--- src/include/esr_regs.svh ---
`ifndef ESR_REGS_SVH
`define ESR_REGS_SVH

// Register addresses on the plain register port
`define ESR_ADDR_RX_CTRL      4'h0
`define ESR_ADDR_BAUD_CTRL    4'h1
`define ESR_ADDR_DIV_LO       4'h2
`define ESR_ADDR_DIV_HI       4'h3
`define ESR_ADDR_RX_BUF       4'h4
`define ESR_ADDR_MODE_CTRL    4'h5
`define ESR_ADDR_AUTO_BAUD    4'h6

// Receive status and control bits
`define ESR_RC_PORT_EN        7
`define ESR_RC_NINE_BIT       6
`define ESR_RC_SINGLE         5
`define ESR_RC_CONT           4
`define ESR_RC_ADDR_DET       3
`define ESR_RC_FRAME_ERR      2
`define ESR_RC_OVERRUN        1
`define ESR_RC_NINTH          0

// Baud rate control bits
`define ESR_BC_IDLE           6
`define ESR_BC_POLARITY       4
`define ESR_BC_WIDE           3
`define ESR_BC_WAKE           1
`define ESR_BC_AUTO_BAUD      0

// Mode control bits (local register)
`define ESR_MC_CLK_SRC        7
`define ESR_MC_SYNC           4
`define ESR_MC_HIGH_SPEED     2

// Reset values
`define ESR_RST_RX_CTRL       8'h00
`define ESR_RST_BAUD_CTRL     8'h40
`define ESR_RST_DIV           8'h00
`define ESR_RST_MODE_CTRL     8'h00

// Baud timer prescale per divisor step
`define ESR_PRE_ASYNC_SLOW8   7'h40
`define ESR_PRE_ASYNC_MID     7'h10
`define ESR_PRE_ASYNC_FAST16  7'h04
`define ESR_PRE_SYNC          7'h04

// Ticks per bit and sample points within a bit
`define ESR_TICKS_PER_BIT     4'h4
`define ESR_SAMPLE_A          4'h1
`define ESR_SAMPLE_B          4'h2
`define ESR_SAMPLE_C          4'h3
`define ESR_LAST_BIT_ASYNC    4'h9
`define ESR_SYNC_PATTERN      8'h55
`define ESR_AB_EDGES          3'h5

`endif

--- src/include/esr_pkg.sv ---
package esr_pkg;
    // Register port request
    typedef struct packed {
        logic [3:0] addr;
        logic [7:0] wdata;
        logic       wr;
        logic       rd;
    } esr_bus_req_type;

    // Pin group: outputs and output enables of both serial pins
    typedef struct packed {
        logic data_o;
        logic data_oe;
        logic clk_o;
        logic clk_oe;
    } esr_pin_out_type;

    typedef enum logic [1:0] {
        ESR_IDLE,
        ESR_START,
        ESR_DATA,
        ESR_STOP
    } esr_rx_state_type;
endpackage

--- src/rtl/esr_receiver.sv ---
// Summary of operation
// [RL1] Port enable drives pins; clear holds reset (wake detection and wake clear still run with it clear)
// [RL2] Nine-bit select picks nine or eight bits
// [RL3] Single receive in sync master, self-clearing
// [RL4] Continuous receive enables, overrides single
// [RL5] Address detect keeps only ninth-bit-one characters
// [RL6] Read-only framing error per character
// [RL7] Overrun flag cleared by clearing continuous
// [RL8] Ninth received bit readable, no parity
// [RL9] Idle status one when not receiving
// [RL10] Clock polarity sets sync clock idle
// [RL11] Wide select uses both divisor bytes
// [RL12] Wake on falling edge, cleared rising
// [RL13] Auto-baud measures sync character, self-clears
// [RL14] Divisor sets free-running baud timer
// [RL15] Async 8-bit slow: osc/64(n+1)
// [RL16] Async 16-bit slow: osc/16(n+1)
// [RL17] Sync: osc/4(n+1)
// [RL18] Formulas only for internal clock
// [RL19] Divisor write clears baud timer
// [RL20] Three samples, majority vote per bit; vote uses the bit's first two samples and the previous bit's third
// [RL21] Mode select: sync set, async clear
// [RL22] Clock source: master set, slave clear
// [RL23] Async fast: /16 8-bit, /4 16-bit
// [RL24] Start, data LSB first, high stop
`timescale 1ns/100ps
`include "esr_regs.svh"

module esr_receiver #(
    parameter int DIV_W = 16
) (
    input  wire logic                     clk,
    input  wire logic                     reset,
    input  wire esr_pkg::esr_bus_req_type bus_req,
    output logic [7:0]                    rdata,
    input  wire logic                     data_i,
    input  wire logic                     clk_i,
    output esr_pkg::esr_pin_out_type      pins,
    output logic                          rx_irq,
    output logic                          wake_irq
);
    import esr_pkg::*;

    logic [7:0]        rc_q;
    logic [7:3]        rc_ctl_q;
    logic [2:0]        rc_sts_q;
    logic [7:0]        bc_q;
    logic [7:0]        mc_q;
    logic [7:0]        div_lo_q;
    logic [7:0]        div_hi_q;
    logic [7:0]        buf_q;
    logic              buf_full_q;
    logic [DIV_W-1:0]  ab_val_q;
    logic [DIV_W-1:0]  brg_q;
    logic [6:0]        pre_q;
    logic [3:0]        tick_q;
    logic [3:0]        bit_q;
    logic [8:0]        shift_q;
    logic [2:0]        samp_q;
    logic              rx_prev_q;
    logic              sclk_q;
    logic              sclk_prev_q;
    esr_rx_state_type  state_q;
    logic [DIV_W-1:0]  ab_cnt_q;
    logic [2:0]        ab_edges_q;
    logic              ab_run_q;
    logic [7:0]        rdata_q;

    logic              port_en;
    logic              sync_mode;
    logic              master;
    logic              wide;
    logic              nine;
    logic [6:0]        prescale;
    logic [DIV_W-1:0]  divisor;
    logic              baud_tick;
    logic              wr_div;
    logic              rx_en;
    logic              majority;
    logic              char_done;
    logic              accept;
    logic              buf_rd;
    logic              sync_bit_edge;
    logic              rx_fall;
    logic              rx_rise;

    // Majority of three samples
    function automatic logic vote3(input logic [2:0] s);
        vote3 = (s[0] & s[1]) | (s[0] & s[2]) | (s[1] & s[2]);
    endfunction

    // Register-port write decode
    function automatic logic wr_hit(input esr_bus_req_type r, input logic [3:0] a);
        wr_hit = r.wr && (r.addr == a);
    endfunction

    // Mode decode
    assign rc_q      = {rc_ctl_q, rc_sts_q};
    assign port_en   = rc_q[`ESR_RC_PORT_EN];
    assign sync_mode = mc_q[`ESR_MC_SYNC];                          // RL21
    assign master    = sync_mode && mc_q[`ESR_MC_CLK_SRC];          // RL22
    assign wide      = bc_q[`ESR_BC_WIDE];
    assign nine      = rc_q[`ESR_RC_NINE_BIT];                      // RL2
    assign divisor   = wide ? DIV_W'({div_hi_q, div_lo_q})          // RL11
                            : DIV_W'(div_lo_q);
    assign wr_div    = wr_hit(bus_req, `ESR_ADDR_DIV_LO) ||
                       wr_hit(bus_req, `ESR_ADDR_DIV_HI);
    assign buf_rd    = bus_req.rd && (bus_req.addr == `ESR_ADDR_RX_BUF);
    // Receiver enable: continuous wins, single only in sync master
    assign rx_en     = port_en && (rc_q[`ESR_RC_CONT] ||            // RL4
                       (master && rc_q[`ESR_RC_SINGLE]));           // RL3

    // Prescale per divisor step, chosen so four ticks make one async bit
    always_comb begin
        if (sync_mode) begin
            prescale = `ESR_PRE_SYNC;                               // RL17 RL14
        end else if (!mc_q[`ESR_MC_HIGH_SPEED]) begin
            prescale = wide ? `ESR_PRE_ASYNC_MID                    // RL16
                            : `ESR_PRE_ASYNC_SLOW8;                 // RL15
        end else begin
            prescale = wide ? `ESR_PRE_ASYNC_FAST16                 // RL23
                            : `ESR_PRE_ASYNC_MID;                   // RL23
        end
    end

    // Free-running baud timer; async: a quarter-bit tick per (n+1)*prescale/4
    logic [6:0] pre_top;
    // Sync: one tick per clock half, so one bit takes prescale*(n+1) clocks
    assign pre_top   = sync_mode ? ((prescale >> 1) - 7'h01)        // RL17
                                 : ((prescale >> 2) - 7'h01);
    assign baud_tick = (pre_q == pre_top) && (brg_q == divisor);
    always_ff @(posedge clk) begin
        if (reset || !port_en || wr_div) begin                      // RL19 RL1
            pre_q <= 7'h00;
            brg_q <= '0;
        end else if (pre_q == pre_top) begin
            pre_q <= 7'h00;
            brg_q <= (brg_q == divisor) ? '0 : brg_q + 1'b1;        // RL14
        end else begin
            pre_q <= pre_q + 7'h01;
        end
    end

    // Receive pin history and edges
    assign rx_fall = rx_prev_q && !data_i;
    assign rx_rise = !rx_prev_q && data_i;
    always_ff @(posedge clk) begin
        if (reset) begin
            rx_prev_q   <= 1'b1;
            sclk_prev_q <= 1'b0;
        end else begin
            rx_prev_q   <= data_i;
            sclk_prev_q <= clk_i;
        end
    end

    // Sync clock: master toggles per tick; a started pulse finishes even after the receiver stops
    always_ff @(posedge clk) begin
        if (reset || !port_en) begin
            sclk_q <= 1'b0;
        end else if (master && baud_tick && (state_q != ESR_IDLE || sclk_q)) begin
            sclk_q <= !sclk_q;                                      // RL18
        end
    end
    // Data sampled on the master clock's leading edge away from idle; slave samples on clk_i rising
    assign sync_bit_edge = master ? (baud_tick && !sclk_q)
                                  : (!sclk_prev_q && clk_i);        // RL18

    // Serial pins: data input only; clock driven in sync master
    always_comb begin
        pins.data_o  = 1'b0;
        pins.data_oe = 1'b0;
        pins.clk_o   = sclk_q ^ bc_q[`ESR_BC_POLARITY];             // RL10
        pins.clk_oe  = port_en && master;                           // RL1
    end

    // Majority sampler: three samples per bit
    assign majority = vote3(samp_q);                                // RL20
    always_ff @(posedge clk) begin
        if (reset || state_q == ESR_IDLE) begin
            samp_q <= 3'h7;
        end else if (baud_tick && (tick_q == `ESR_SAMPLE_A ||
                     tick_q == `ESR_SAMPLE_B || tick_q == `ESR_SAMPLE_C)) begin
            samp_q <= {samp_q[1:0], data_i};                        // RL20
        end
    end

    // Receive state machine
    logic bit_end;
    assign bit_end   = baud_tick && (tick_q == `ESR_TICKS_PER_BIT - 4'h1);
    assign char_done = sync_mode
        ? (state_q == ESR_DATA && sync_bit_edge && bit_q == (nine ? 4'h8 : 4'h7))
        : (state_q == ESR_STOP && bit_end);
    always_ff @(posedge clk) begin
        if (reset || !port_en || !rx_en) begin                      // RL1
            state_q <= ESR_IDLE;
            tick_q  <= 4'h0;
            bit_q   <= 4'h0;
            shift_q <= 9'h000;
        end else begin
            unique case (state_q)
                ESR_IDLE: begin
                    tick_q <= 4'h0;
                    bit_q  <= 4'h0;
                    if (sync_mode) begin
                        state_q <= ESR_DATA;
                    end else if (rx_fall && !bc_q[`ESR_BC_WAKE] &&
                                 !bc_q[`ESR_BC_AUTO_BAUD]) begin    // RL13
                        state_q <= ESR_START;                       // RL24
                    end
                end
                ESR_START: begin
                    if (baud_tick) begin
                        tick_q <= tick_q + 4'h1;
                    end
                    if (bit_end) begin
                        tick_q  <= 4'h0;
                        state_q <= majority ? ESR_IDLE : ESR_DATA;  // RL24
                    end
                end
                ESR_DATA: begin
                    if (sync_mode) begin
                        if (sync_bit_edge) begin
                            shift_q <= nine ? {data_i, shift_q[8:1]}
                                            : {1'b0, data_i, shift_q[7:1]};
                            bit_q   <= bit_q + 4'h1;
                            if (char_done) begin
                                state_q <= ESR_IDLE;
                            end
                        end
                    end else begin
                        if (baud_tick) begin
                            tick_q <= tick_q + 4'h1;
                        end
                        if (bit_end) begin
                            tick_q  <= 4'h0;
                            // LSB first into the top, shifting down
                            shift_q <= nine ? {majority, shift_q[8:1]}
                                            : {1'b0, majority, shift_q[7:1]}; // RL24
                            bit_q   <= bit_q + 4'h1;
                            if (bit_q == (nine ? 4'h8 : 4'h7)) begin // RL2
                                state_q <= ESR_STOP;
                            end
                        end
                    end
                end
                ESR_STOP: begin
                    if (baud_tick) begin
                        tick_q <= tick_q + 4'h1;
                    end
                    if (bit_end) begin
                        state_q <= ESR_IDLE;
                    end
                end
            endcase
        end
    end

    // Address filter in async nine-bit mode
    logic [8:0] final_word;
    assign final_word = sync_mode
        ? (nine ? {data_i, shift_q[8:1]} : {1'b0, data_i, shift_q[7:1]})
        : shift_q;
    assign accept = char_done && (sync_mode || !nine ||
                    !rc_q[`ESR_RC_ADDR_DET] || final_word[8]) &&    // RL5
                    !ab_run_q && !bc_q[`ESR_BC_AUTO_BAUD];

    // Receive buffer, overrun, framing and ninth bit
    always_ff @(posedge clk) begin
        if (reset || !port_en) begin                                // RL1
            buf_q      <= 8'h00;
            buf_full_q <= 1'b0;
            rc_sts_q   <= 3'h0;
        end else begin
            if (buf_rd) begin
                buf_full_q <= 1'b0;
            end
            if (!rc_q[`ESR_RC_CONT]) begin
                rc_sts_q[`ESR_RC_OVERRUN] <= 1'b0;                  // RL7
            end
            if (accept && buf_full_q && !buf_rd) begin
                rc_sts_q[`ESR_RC_OVERRUN] <= 1'b1;                  // RL7
            end else if (accept) begin
                buf_q      <= final_word[7:0];
                buf_full_q <= 1'b1;                                 // RL5
                rc_sts_q[`ESR_RC_NINTH]     <= final_word[8];       // RL8
                rc_sts_q[`ESR_RC_FRAME_ERR] <= !sync_mode && !majority; // RL6 RL24
            end
        end
    end
    assign rx_irq = buf_full_q;                                     // RL5

    // Control bits of receive register, with hardware clear of single
    always_ff @(posedge clk) begin
        if (reset) begin
            rc_ctl_q <= 5'(`ESR_RST_RX_CTRL >> 3);
        end else if (wr_hit(bus_req, `ESR_ADDR_RX_CTRL)) begin
            rc_ctl_q <= bus_req.wdata[7:3];
        end else if (char_done && master && !rc_q[`ESR_RC_CONT]) begin
            rc_ctl_q[`ESR_RC_SINGLE] <= 1'b0;                       // RL3
        end
    end

    // Mode and divisor registers
    always_ff @(posedge clk) begin
        if (reset) begin
            mc_q     <= `ESR_RST_MODE_CTRL;
            div_lo_q <= `ESR_RST_DIV;
            div_hi_q <= `ESR_RST_DIV;
        end else begin
            if (wr_hit(bus_req, `ESR_ADDR_MODE_CTRL)) begin
                mc_q <= bus_req.wdata;
            end
            if (wr_hit(bus_req, `ESR_ADDR_DIV_LO)) begin
                div_lo_q <= bus_req.wdata;
            end
            if (wr_hit(bus_req, `ESR_ADDR_DIV_HI)) begin
                div_hi_q <= bus_req.wdata;
            end
        end
    end

    // Baud control: software bits, hardware clears of wake and auto-baud
    logic ab_done;
    assign wake_irq = !sync_mode && bc_q[`ESR_BC_WAKE] && rx_fall; // RL12
    always_ff @(posedge clk) begin
        if (reset) begin
            bc_q <= `ESR_RST_BAUD_CTRL;
        end else begin
            if (wr_hit(bus_req, `ESR_ADDR_BAUD_CTRL)) begin
                bc_q[`ESR_BC_POLARITY]  <= bus_req.wdata[`ESR_BC_POLARITY];
                bc_q[`ESR_BC_WIDE]      <= bus_req.wdata[`ESR_BC_WIDE];
                bc_q[`ESR_BC_WAKE]      <= bus_req.wdata[`ESR_BC_WAKE];
                bc_q[`ESR_BC_AUTO_BAUD] <= bus_req.wdata[`ESR_BC_AUTO_BAUD];
            end
            if (!sync_mode && bc_q[`ESR_BC_WAKE] && rx_rise) begin
                bc_q[`ESR_BC_WAKE] <= 1'b0;                         // RL12
            end
            if (ab_done) begin
                bc_q[`ESR_BC_AUTO_BAUD] <= 1'b0;                    // RL13
            end
            bc_q[`ESR_BC_IDLE] <= (state_q == ESR_IDLE) ||
                                  (sync_mode && !rx_en);            // RL9
        end
    end

    // Auto-baud: time from start edge across sync character falling edges
    // Sync character has five falling edges, start edge included
    assign ab_done = ab_run_q && rx_fall && ab_edges_q == `ESR_AB_EDGES - 3'h2;
    always_ff @(posedge clk) begin
        if (reset || !port_en || sync_mode) begin
            ab_run_q   <= 1'b0;
            ab_cnt_q   <= '0;
            ab_edges_q <= 3'h0;
            ab_val_q   <= '0;
        end else if (!ab_run_q) begin
            ab_cnt_q   <= '0;
            ab_edges_q <= 3'h0;
            if (bc_q[`ESR_BC_AUTO_BAUD] && rx_fall && !bc_q[`ESR_BC_WAKE]) begin
                ab_run_q <= 1'b1;                                   // RL13
            end
        end else begin
            ab_cnt_q <= ab_cnt_q + 1'b1;
            if (rx_fall) begin
                ab_edges_q <= ab_edges_q + 3'h1;
            end
            if (ab_done) begin
                ab_run_q <= 1'b0;
                ab_val_q <= ab_cnt_q;                               // RL13
            end
        end
    end

    // Read data, one cycle after the strobe
    always_ff @(posedge clk) begin
        if (reset) begin
            rdata_q <= 8'h00;
        end else if (bus_req.rd) begin
            unique case (bus_req.addr)
                `ESR_ADDR_RX_CTRL:   rdata_q <= rc_q;
                `ESR_ADDR_BAUD_CTRL: rdata_q <= bc_q & 8'h5b;
                `ESR_ADDR_DIV_LO:    rdata_q <= div_lo_q;
                `ESR_ADDR_DIV_HI:    rdata_q <= div_hi_q;
                `ESR_ADDR_RX_BUF:    rdata_q <= buf_q;
                `ESR_ADDR_MODE_CTRL: rdata_q <= mc_q;
                `ESR_ADDR_AUTO_BAUD: rdata_q <= ab_val_q[7:0];
                default:             rdata_q <= 8'h00;
            endcase
        end else begin
            rdata_q <= 8'h00;
        end
    end
    assign rdata = rdata_q;
endmodule

--- config.mk ---
export PLATFORM = sky130hd
export DESIGN_NAME = esr_receiver
export DESIGN_NICKNAME = d
export VERILOG_FILES = /design/src/include/esr_pkg.sv /design/src/rtl/esr_receiver.sv
export VERILOG_INCLUDE_DIRS = /design/src /design/src/include
export SDC_FILE = /design/constraint.sdc
export NUM_CORES = 1
export LEC_CHECK = 0
export ABC_AREA = 1
export BUFFER_PORTS_ARGS = -buffer_cell sky130_fd_sc_hd__buf_2
export CELL_PAD_IN_SITES_DETAIL_PLACEMENT = 0
export CELL_PAD_IN_SITES_GLOBAL_PLACEMENT = 1
export CORE_MARGIN = 10
export CORE_UTILIZATION = 40
export DETAILED_ROUTE_END_ITERATION = 7
export PLACE_DENSITY_LB_ADDON = 0.1
export SYNTH_ARGS = -nofsm -noshare
export SYNTH_HDL_FRONTEND = slang
export SYNTH_SLANG_ARGS = --single-unit
--- constraint.sdc ---
create_clock -name clk -period 5.3 [get_ports clk]
set_input_delay 0.795 -clock clk [delete_from_list [all_inputs] [get_ports clk]]
set_output_delay 0.795 -clock clk [all_outputs]
set_load 0.05 [all_outputs]
# Word level (Yosys, flattened, before mapping)
# Cells that the tools add are included.
# W data, S select, Z words.
op_classes:
  add_sub_neg: 8
  eq_ne: 26
  mux: 46
  bitwise: 9
  n_reduce_logical: 85
ops:
  columns: ["op", "n"]
  rows:
  - ["$pmux W8 S7", 1]
  - ["$mux W9", 6]
  - ["$logic_and A1 B1 Y1", 40]
  - ["$add A16 B1 Y16 const B", 2]
  - ["$mux W16", 2]
  - ["$mux W4", 7]
  - ["$mux W7", 4]
  - ["$mux W2", 10]
  - ["$eq A16 B16 Y1", 1]
  - ["$eq A4 B2 Y1 const B", 4]
  - ["$pmux W4 S4", 1]
  - ["$logic_not A1 Y1", 15]
  - ["$logic_or A1 B1 Y1", 14]
  - ["$eq A4 B3 Y1 const B", 3]
  - ["$mux W1", 12]
  - ["$ne A3 B3 Y1 const B", 4]
  - ["$reduce_or A2 Y1", 5]
  - ["$add A4 B1 Y4 const B", 2]
  - ["$eq A4 B1 Y1 const B", 2]
  - ["$pmux W2 S4", 1]
  - ["$pmux W4 S2", 1]
  - ["$reduce_bool A2 Y1", 4]
  - ["$add A7 B1 Y7 const B", 1]
  - ["$eq A7 B7 Y1", 1]
  - ["20 further kinds", 31]
totals:
  reg_bits: 130
  in_bits: 18
  output_inout_bits: 14
  word_cells: 202

# Depth between registers and ports, before layout
depth:
  word_depth: 19
  depth_mapped: 22
  ltp_nobuf: 20

# Worst setup path after synthesis
# No wires, ideal clock.
synth_timing:
  path_kind: "input to output"
  start: "input port data_i"
  end: "output port wake_irq"
  t_arrival_ns: 2.214
  t_required_ns: 4.505
  slack_ns: 2.291
  path_stages: 3
  n_path_buf: 0
  path_cell_list: "nor2_1 -> inv_1 -> nor3_1"
synth_between:
  elab_chain_cells: 3
synth_rtl:
  columns: ["element", "line", "rtl"]
  rows:
  - ["start: declaration", "esr_receiver.sv:36", "input wire logic data_i,"]
  - ["$logic_not A1 Y1", "esr_receiver.sv:145", "assign rx_fall = rx_prev_q && !data_i;"]
  - ["$logic_and A1 B1 Y1", "esr_receiver.sv:145", null]
  - ["$logic_and A1 B1 Y1", "esr_receiver.sv:325", "assign wake_irq = !sync_mode && bc_q[`ESR_BC_WAKE] && rx_fall;"]
  - ["end: declaration", "esr_receiver.sv:40", "output logic wake_irq"]
# Every way passes these cells.

# Worst setup path after layout
layout_timing:
  start: "register bc_q[3]"
  end: "register bit_q[2]"
layout_between:
  elab_chain_cells: 11
  word_cells_on_any_way: 17
  cone_classes: "add/sub (2); eq/ne (4); mux (7); reduce/logical (4)"
layout_rtl:
  columns: ["element", "line", "rtl"]
  rows:
  - ["start: declaration", "esr_receiver.sv:47", "logic [7:0] bc_q;"]
  - ["start signal: assignment", "esr_receiver.sv:328", "bc_q <= `ESR_RST_BAUD_CTRL;"]
  - ["start signal: indexed assignment", "esr_receiver.sv:331", "bc_q[`ESR_BC_POLARITY] <= bus_req.wdata[`ESR_BC_POLARITY];"]
  - ["start signal: indexed assignment", "esr_receiver.sv:332", "bc_q[`ESR_BC_WIDE] <= bus_req.wdata[`ESR_BC_WIDE];"]
  - ["$mux W5 (no line) / $mux W7 (equally long branches)", null, null]
  - ["$mux W7", "esr_receiver.sv:117", "end else if (!mc_q[`ESR_MC_HIGH_SPEED]) begin"]
  - ["$mux W7", "esr_receiver.sv:115", "if (sync_mode) begin"]
  - ["$sub A6 B1 Y7 / $sub A5 B1 Y6 (equally long branches)", "esr_receiver.sv:129, esr_receiver.sv:130", null]
  - ["$mux W7", "esr_receiver.sv:129", "assign pre_top = sync_mode ? ((prescale >> 1) - 7'h01)"]
  - ["$eq A7 B7 Y1", "esr_receiver.sv:131", "assign baud_tick = (pre_q == pre_top) && (brg_q == divisor);"]
  - ["$logic_and A1 B1 Y1 (*)", "esr_receiver.sv:131", null]
  - ["$logic_and A1 B1 Y1", "esr_receiver.sv:166", "assign sync_bit_edge = master ? (baud_tick && !sclk_q)"]
  - ["$mux W1", "esr_receiver.sv:166", null]
  - ["$ne A3 B3 Y1 (no line)", null, null]
  - ["$reduce_and A3 Y1 (no line) (*)", null, null]
  - ["end signal: assignment", "esr_receiver.sv:226", "bit_q <= bit_q + 4'h1;"]
  - ["end signal: assignment", "esr_receiver.sv:240", "bit_q <= bit_q + 4'h1;"]
  - ["end: declaration", "esr_receiver.sv:57", "logic [3:0] bit_q;"]
# Every way passes the cells marked *; elsewhere a longest branch is shown, timed or not.
# A chain may end at the register's enable or synchronous reset.

==> flow_summary.json <==
{
  "postRouteAntennaNets": 0,
  "run_status": "complete, no violations",
  "drt_iter0_drc": 365,
  "wl_per_cell_um": 15.3,
  "port_buffers": 29,
  "finalNetCount": 928,
  "tightestPinTransition_ps": 885,
  "crit_fanout": 19,
  "syn_area_mm2": 0.00604,
  "grt_max_degree": 34,
  "place_inst": 1059,
  "die_w_um": 143,
  "place_ws_ps": 1700,
  "ys_async_sr_fraction_pct": 0,
  "seqPwrFrac_pct": 41.3,
  "slew_violations": 0,
  "cts_sinks": 122,
  "die_y_um": 143,
  "cts_hold_buf": 0,
  "slew_headroom_pct": 41.0,
  "cp-end-kind": "flip-flop",
  "pwr-share-comb_pct": 3.7,
  "setup_viol": 0,
  "final_cell_mix": "nand2_1 (177), inv_1 (129), dfxtp_1 (122)",
  "p_sw_mw": 0.515,
  "crit_path_start_kind": "flip-flop",
  "setup_ws_ps": 1650,
  "fin_util_pct": 47.4,
  "clock.fmax_mhz": 274,
  "synth_edf_count": 0,
  "cts_tree": "built",
  "viasPerCell": 5.11,
  "fin_hold_ws_ps": 454,
  "track_usage_pct": 16.6,
  "holdPathStages": 2,
  "design.core.area_mm2": 0.0146,
  "r2r_start": "bc_q[3]$_SDFFE_PP0P_",
  "path_clk_slew_ps": 60,
  "vdd_drop_max_uv": 208,
  "post_cts_buffers": 0,
  "switching_share_pct": 22.9,
  "finalSetupTns_ps": 0,
  "h-tree-depth": 4,
  "final_layout_size_suffix_gt1_share_pct": 8.71,
  "drc_errors": 0,
  "synth_cells": 865,
  "clockBufferDepth": 2,
  "grt_pass1_vias": 5249,
  "r2r_setup_slack_ps": 1650,
  "final_cells": 1091,
  "synth_cell_types": 46,
  "antennaDiodeCount": 0,
  "period_minus_slack_ps": 3650,
  "fin_crit_sh_pct": 68.8,
  "start_util_pct": 41.3,
  "cts_root_buf": "clkbuf_16",
  "arrival_ps": 3960,
  "critical_path_required_ps": 5620,
  "finalHoldViolCount": 0,
  "crit_type": "reg2reg",
  "clock_skew_ps": 8.50,
  "clkPwrFrac_pct": 55.0,
  "cap_violations": 0,
  "dp_hpwl_mm": 12.6,
  "hold_end": "shift_q[0]$_SDFFE_PP0P_",
  "gp_congestion": 0.863,
  "clk_latency_ps": 420,
  "cts_made_buffers": 17,
  "p_leak_nw": 2.74,
  "drtPass1Iterations": 5,
  "layout_commonest_cell": "nand2_1",
  "grt_first_pass_wirelength_mm": 26.9,
  "ys.flop_type": "dfxtp_1",
  "routed_wl_mm": 16.7,
  "area_growth_syn_to_layout_pct": 14.9,
  "ff2ff_path_depth": 20,
  "rsz0062_at_grt": "false",
  "hold_start": "shift_q[0]$_SDFFE_PP0P_",
  "cts_resized": 0,
  "ios": 32,
  "vias": 5571,
  "antenna_found_initial": 0,
  "synth.ff_latch_count": 122,
  "hp-class": "reg2reg",
  "rr_endpoint": "bit_q[2]$_SDFFE_PP0P_",
  "power.density_mw_per_mm2": 324,
  "fp.dieArea_mm2": 0.0204,
  "overflow": 0,
  "internal_power_mw": 1.73,
  "synth_area_per_cell_um2": 6.99,
  "yosys_warnings": 0,
  "rows": 44,
  "yosysSeqAreaShare_pct": 40.4
}
synthesized netlist by cell type, types with 2 or more instances:
| cell | n | area share (%) |
|---|---|---|
| xnor2_1 | 9 | 1.3 |
| buf_4 | 4 | 0.50 |
| nand3b_1 | 3 | 0.37 |
| buf_2 | 2 | 0.17 |
| nor3b_1 | 2 | 0.25 |
| clkbuf_1 | 12 | 0.75 |
| inv_1 | 129 | 8.0 |
| o211ai_1 | 2 | 0.25 |
| o22ai_1 | 16 | 1.7 |
| nor2_2 | 7 | 0.72 |
| a22oi_1 | 2 | 0.25 |
| a211oi_1 | 5 | 0.62 |
| nand3_1 | 44 | 3.6 |
| nor2_1 | 93 | 5.8 |
| nand2_1 | 177 | 11 |
| ha_1 | 16 | 3.3 |
| nand2_2 | 3 | 0.31 |
| dfxtp_1 | 122 | 40 |
| nor3_1 | 17 | 1.4 |
| nand4_1 | 12 | 1.2 |
| a21oi_1 | 75 | 6.2 |
| o21ai_0 | 72 | 6.0 |
| o21ai_1 | 4 | 0.33 |
| o311ai_0 | 2 | 0.29 |
| buf_6 | 2 | 0.37 |
| a221oi_1 | 4 | 0.58 |
| nand3_4 | 2 | 0.58 |
| xor2_1 | 7 | 1.0 |
| nor4_1 | 2 | 0.21 |
| a41oi_1 | 2 | 0.29 |
through the flow:
stage	instance area (um^2)	total power [mW]
floorplan	6050	1.00
detailed placement	6320	1.03
global route	6940	2.32
CTS	6940	2.26
finish	6940	2.25
global placement	6320	1.03
sequential cells by signal, indices dropped and copies added (netlist names), 2 cells and up:
signal	flops
ab_cnt_q	8
ab_edges_q	3
ab_val_q	8
bc_q	5
bit_q	4
brg_q	16
buf_q	8
div_hi_q	8
div_lo_q	8
mc_q	8
pre_q	7
rc_ctl_q	5
rc_sts_q	3
rdata	8
samp_q	3
shift_q	9
state_q	2
tick_q	4
final cells by class:
class | instances | area [um^2]
inverter | 130 | 488
multi-input combinational | 593 | 3010
fill | 1516 | 7700
clock inverter | 15 | 199
timing repair buffer | 30 | 153
tap | 184 | 230
clock buffer | 17 | 425
sequential | 122 | 2440
worst max-delay path, stage by stage (launching register included):
cell and delay [ps]:
dfxtp_1 690, inv_1 150, ha_1 330, nand2_1 60, ha_1 330, nor2_1 100, nand2_1 50, nand2_1 90
nand2_1 80, nor2_2 100, nand2_2 90, nor2_8 170, nand2_1 150, inv_1 150, nand3_1 80, nand2_1 300
inv_1 250, nand2_1 180, nand3_1 90, nand2_1 70, nor2_1 30
logic make-up after synthesis:
family	after synthesis	share of synthesized area, %
adder cells (fa/ha/maj)	16	3.31
AND/OR/NAND/NOR	368	26.6
flip-flops	122	40.4
AO/OA/AOI/OAI	190	17.2
other	1	0.0621
XOR/XNOR	16	2.32
buffers and inverters	151	9.92
multiplexers	1	0.166
layer usage:
metal  up-vias  part of all wire (%)  track usage (%)
met5         -                     0                0
met4         0                  0.92             4.40
met3        14                   4.0             3.95
met2       104                    48             27.6
met1      2565                    47             21.1
li1       2888                     -                -
power groups by stage:
stage                     clock [mW]  combinational [mW]  sequential [mW]
final                           1.24              0.0827            0.929
after global routing            1.30              0.0922            0.930
after CTS                       1.25              0.0819            0.929
after detailed placement           0              0.0814            0.949
after global placement             0              0.0803            0.949
after floorplan                    0              0.0545            0.948
worst max-delay path by stage:
stage                               from  slack (ps)  depth (start not counted)                     to
finish              bc_q[3]$_SDFFE_PP0P_        1650                         20  bit_q[2]$_SDFFE_PP0P_
floorplan                         data_i        2290                          3               wake_irq
CTS                 bc_q[3]$_SDFFE_PP0P_        1680                         20  bit_q[2]$_SDFFE_PP0P_
detailed placement  bc_q[3]$_SDFFE_PP0P_        1700                         20  bit_q[2]$_SDFFE_PP0P_
global route        bc_q[3]$_SDFFE_PP0P_        1280                         20  bit_q[2]$_SDFFE_PP0P_
global placement    bc_q[3]$_SDFFE_PP0P_        1870                         20  bit_q[2]$_SDFFE_PP0P_
Note: power is estimated with default switching activity, not from simulation.
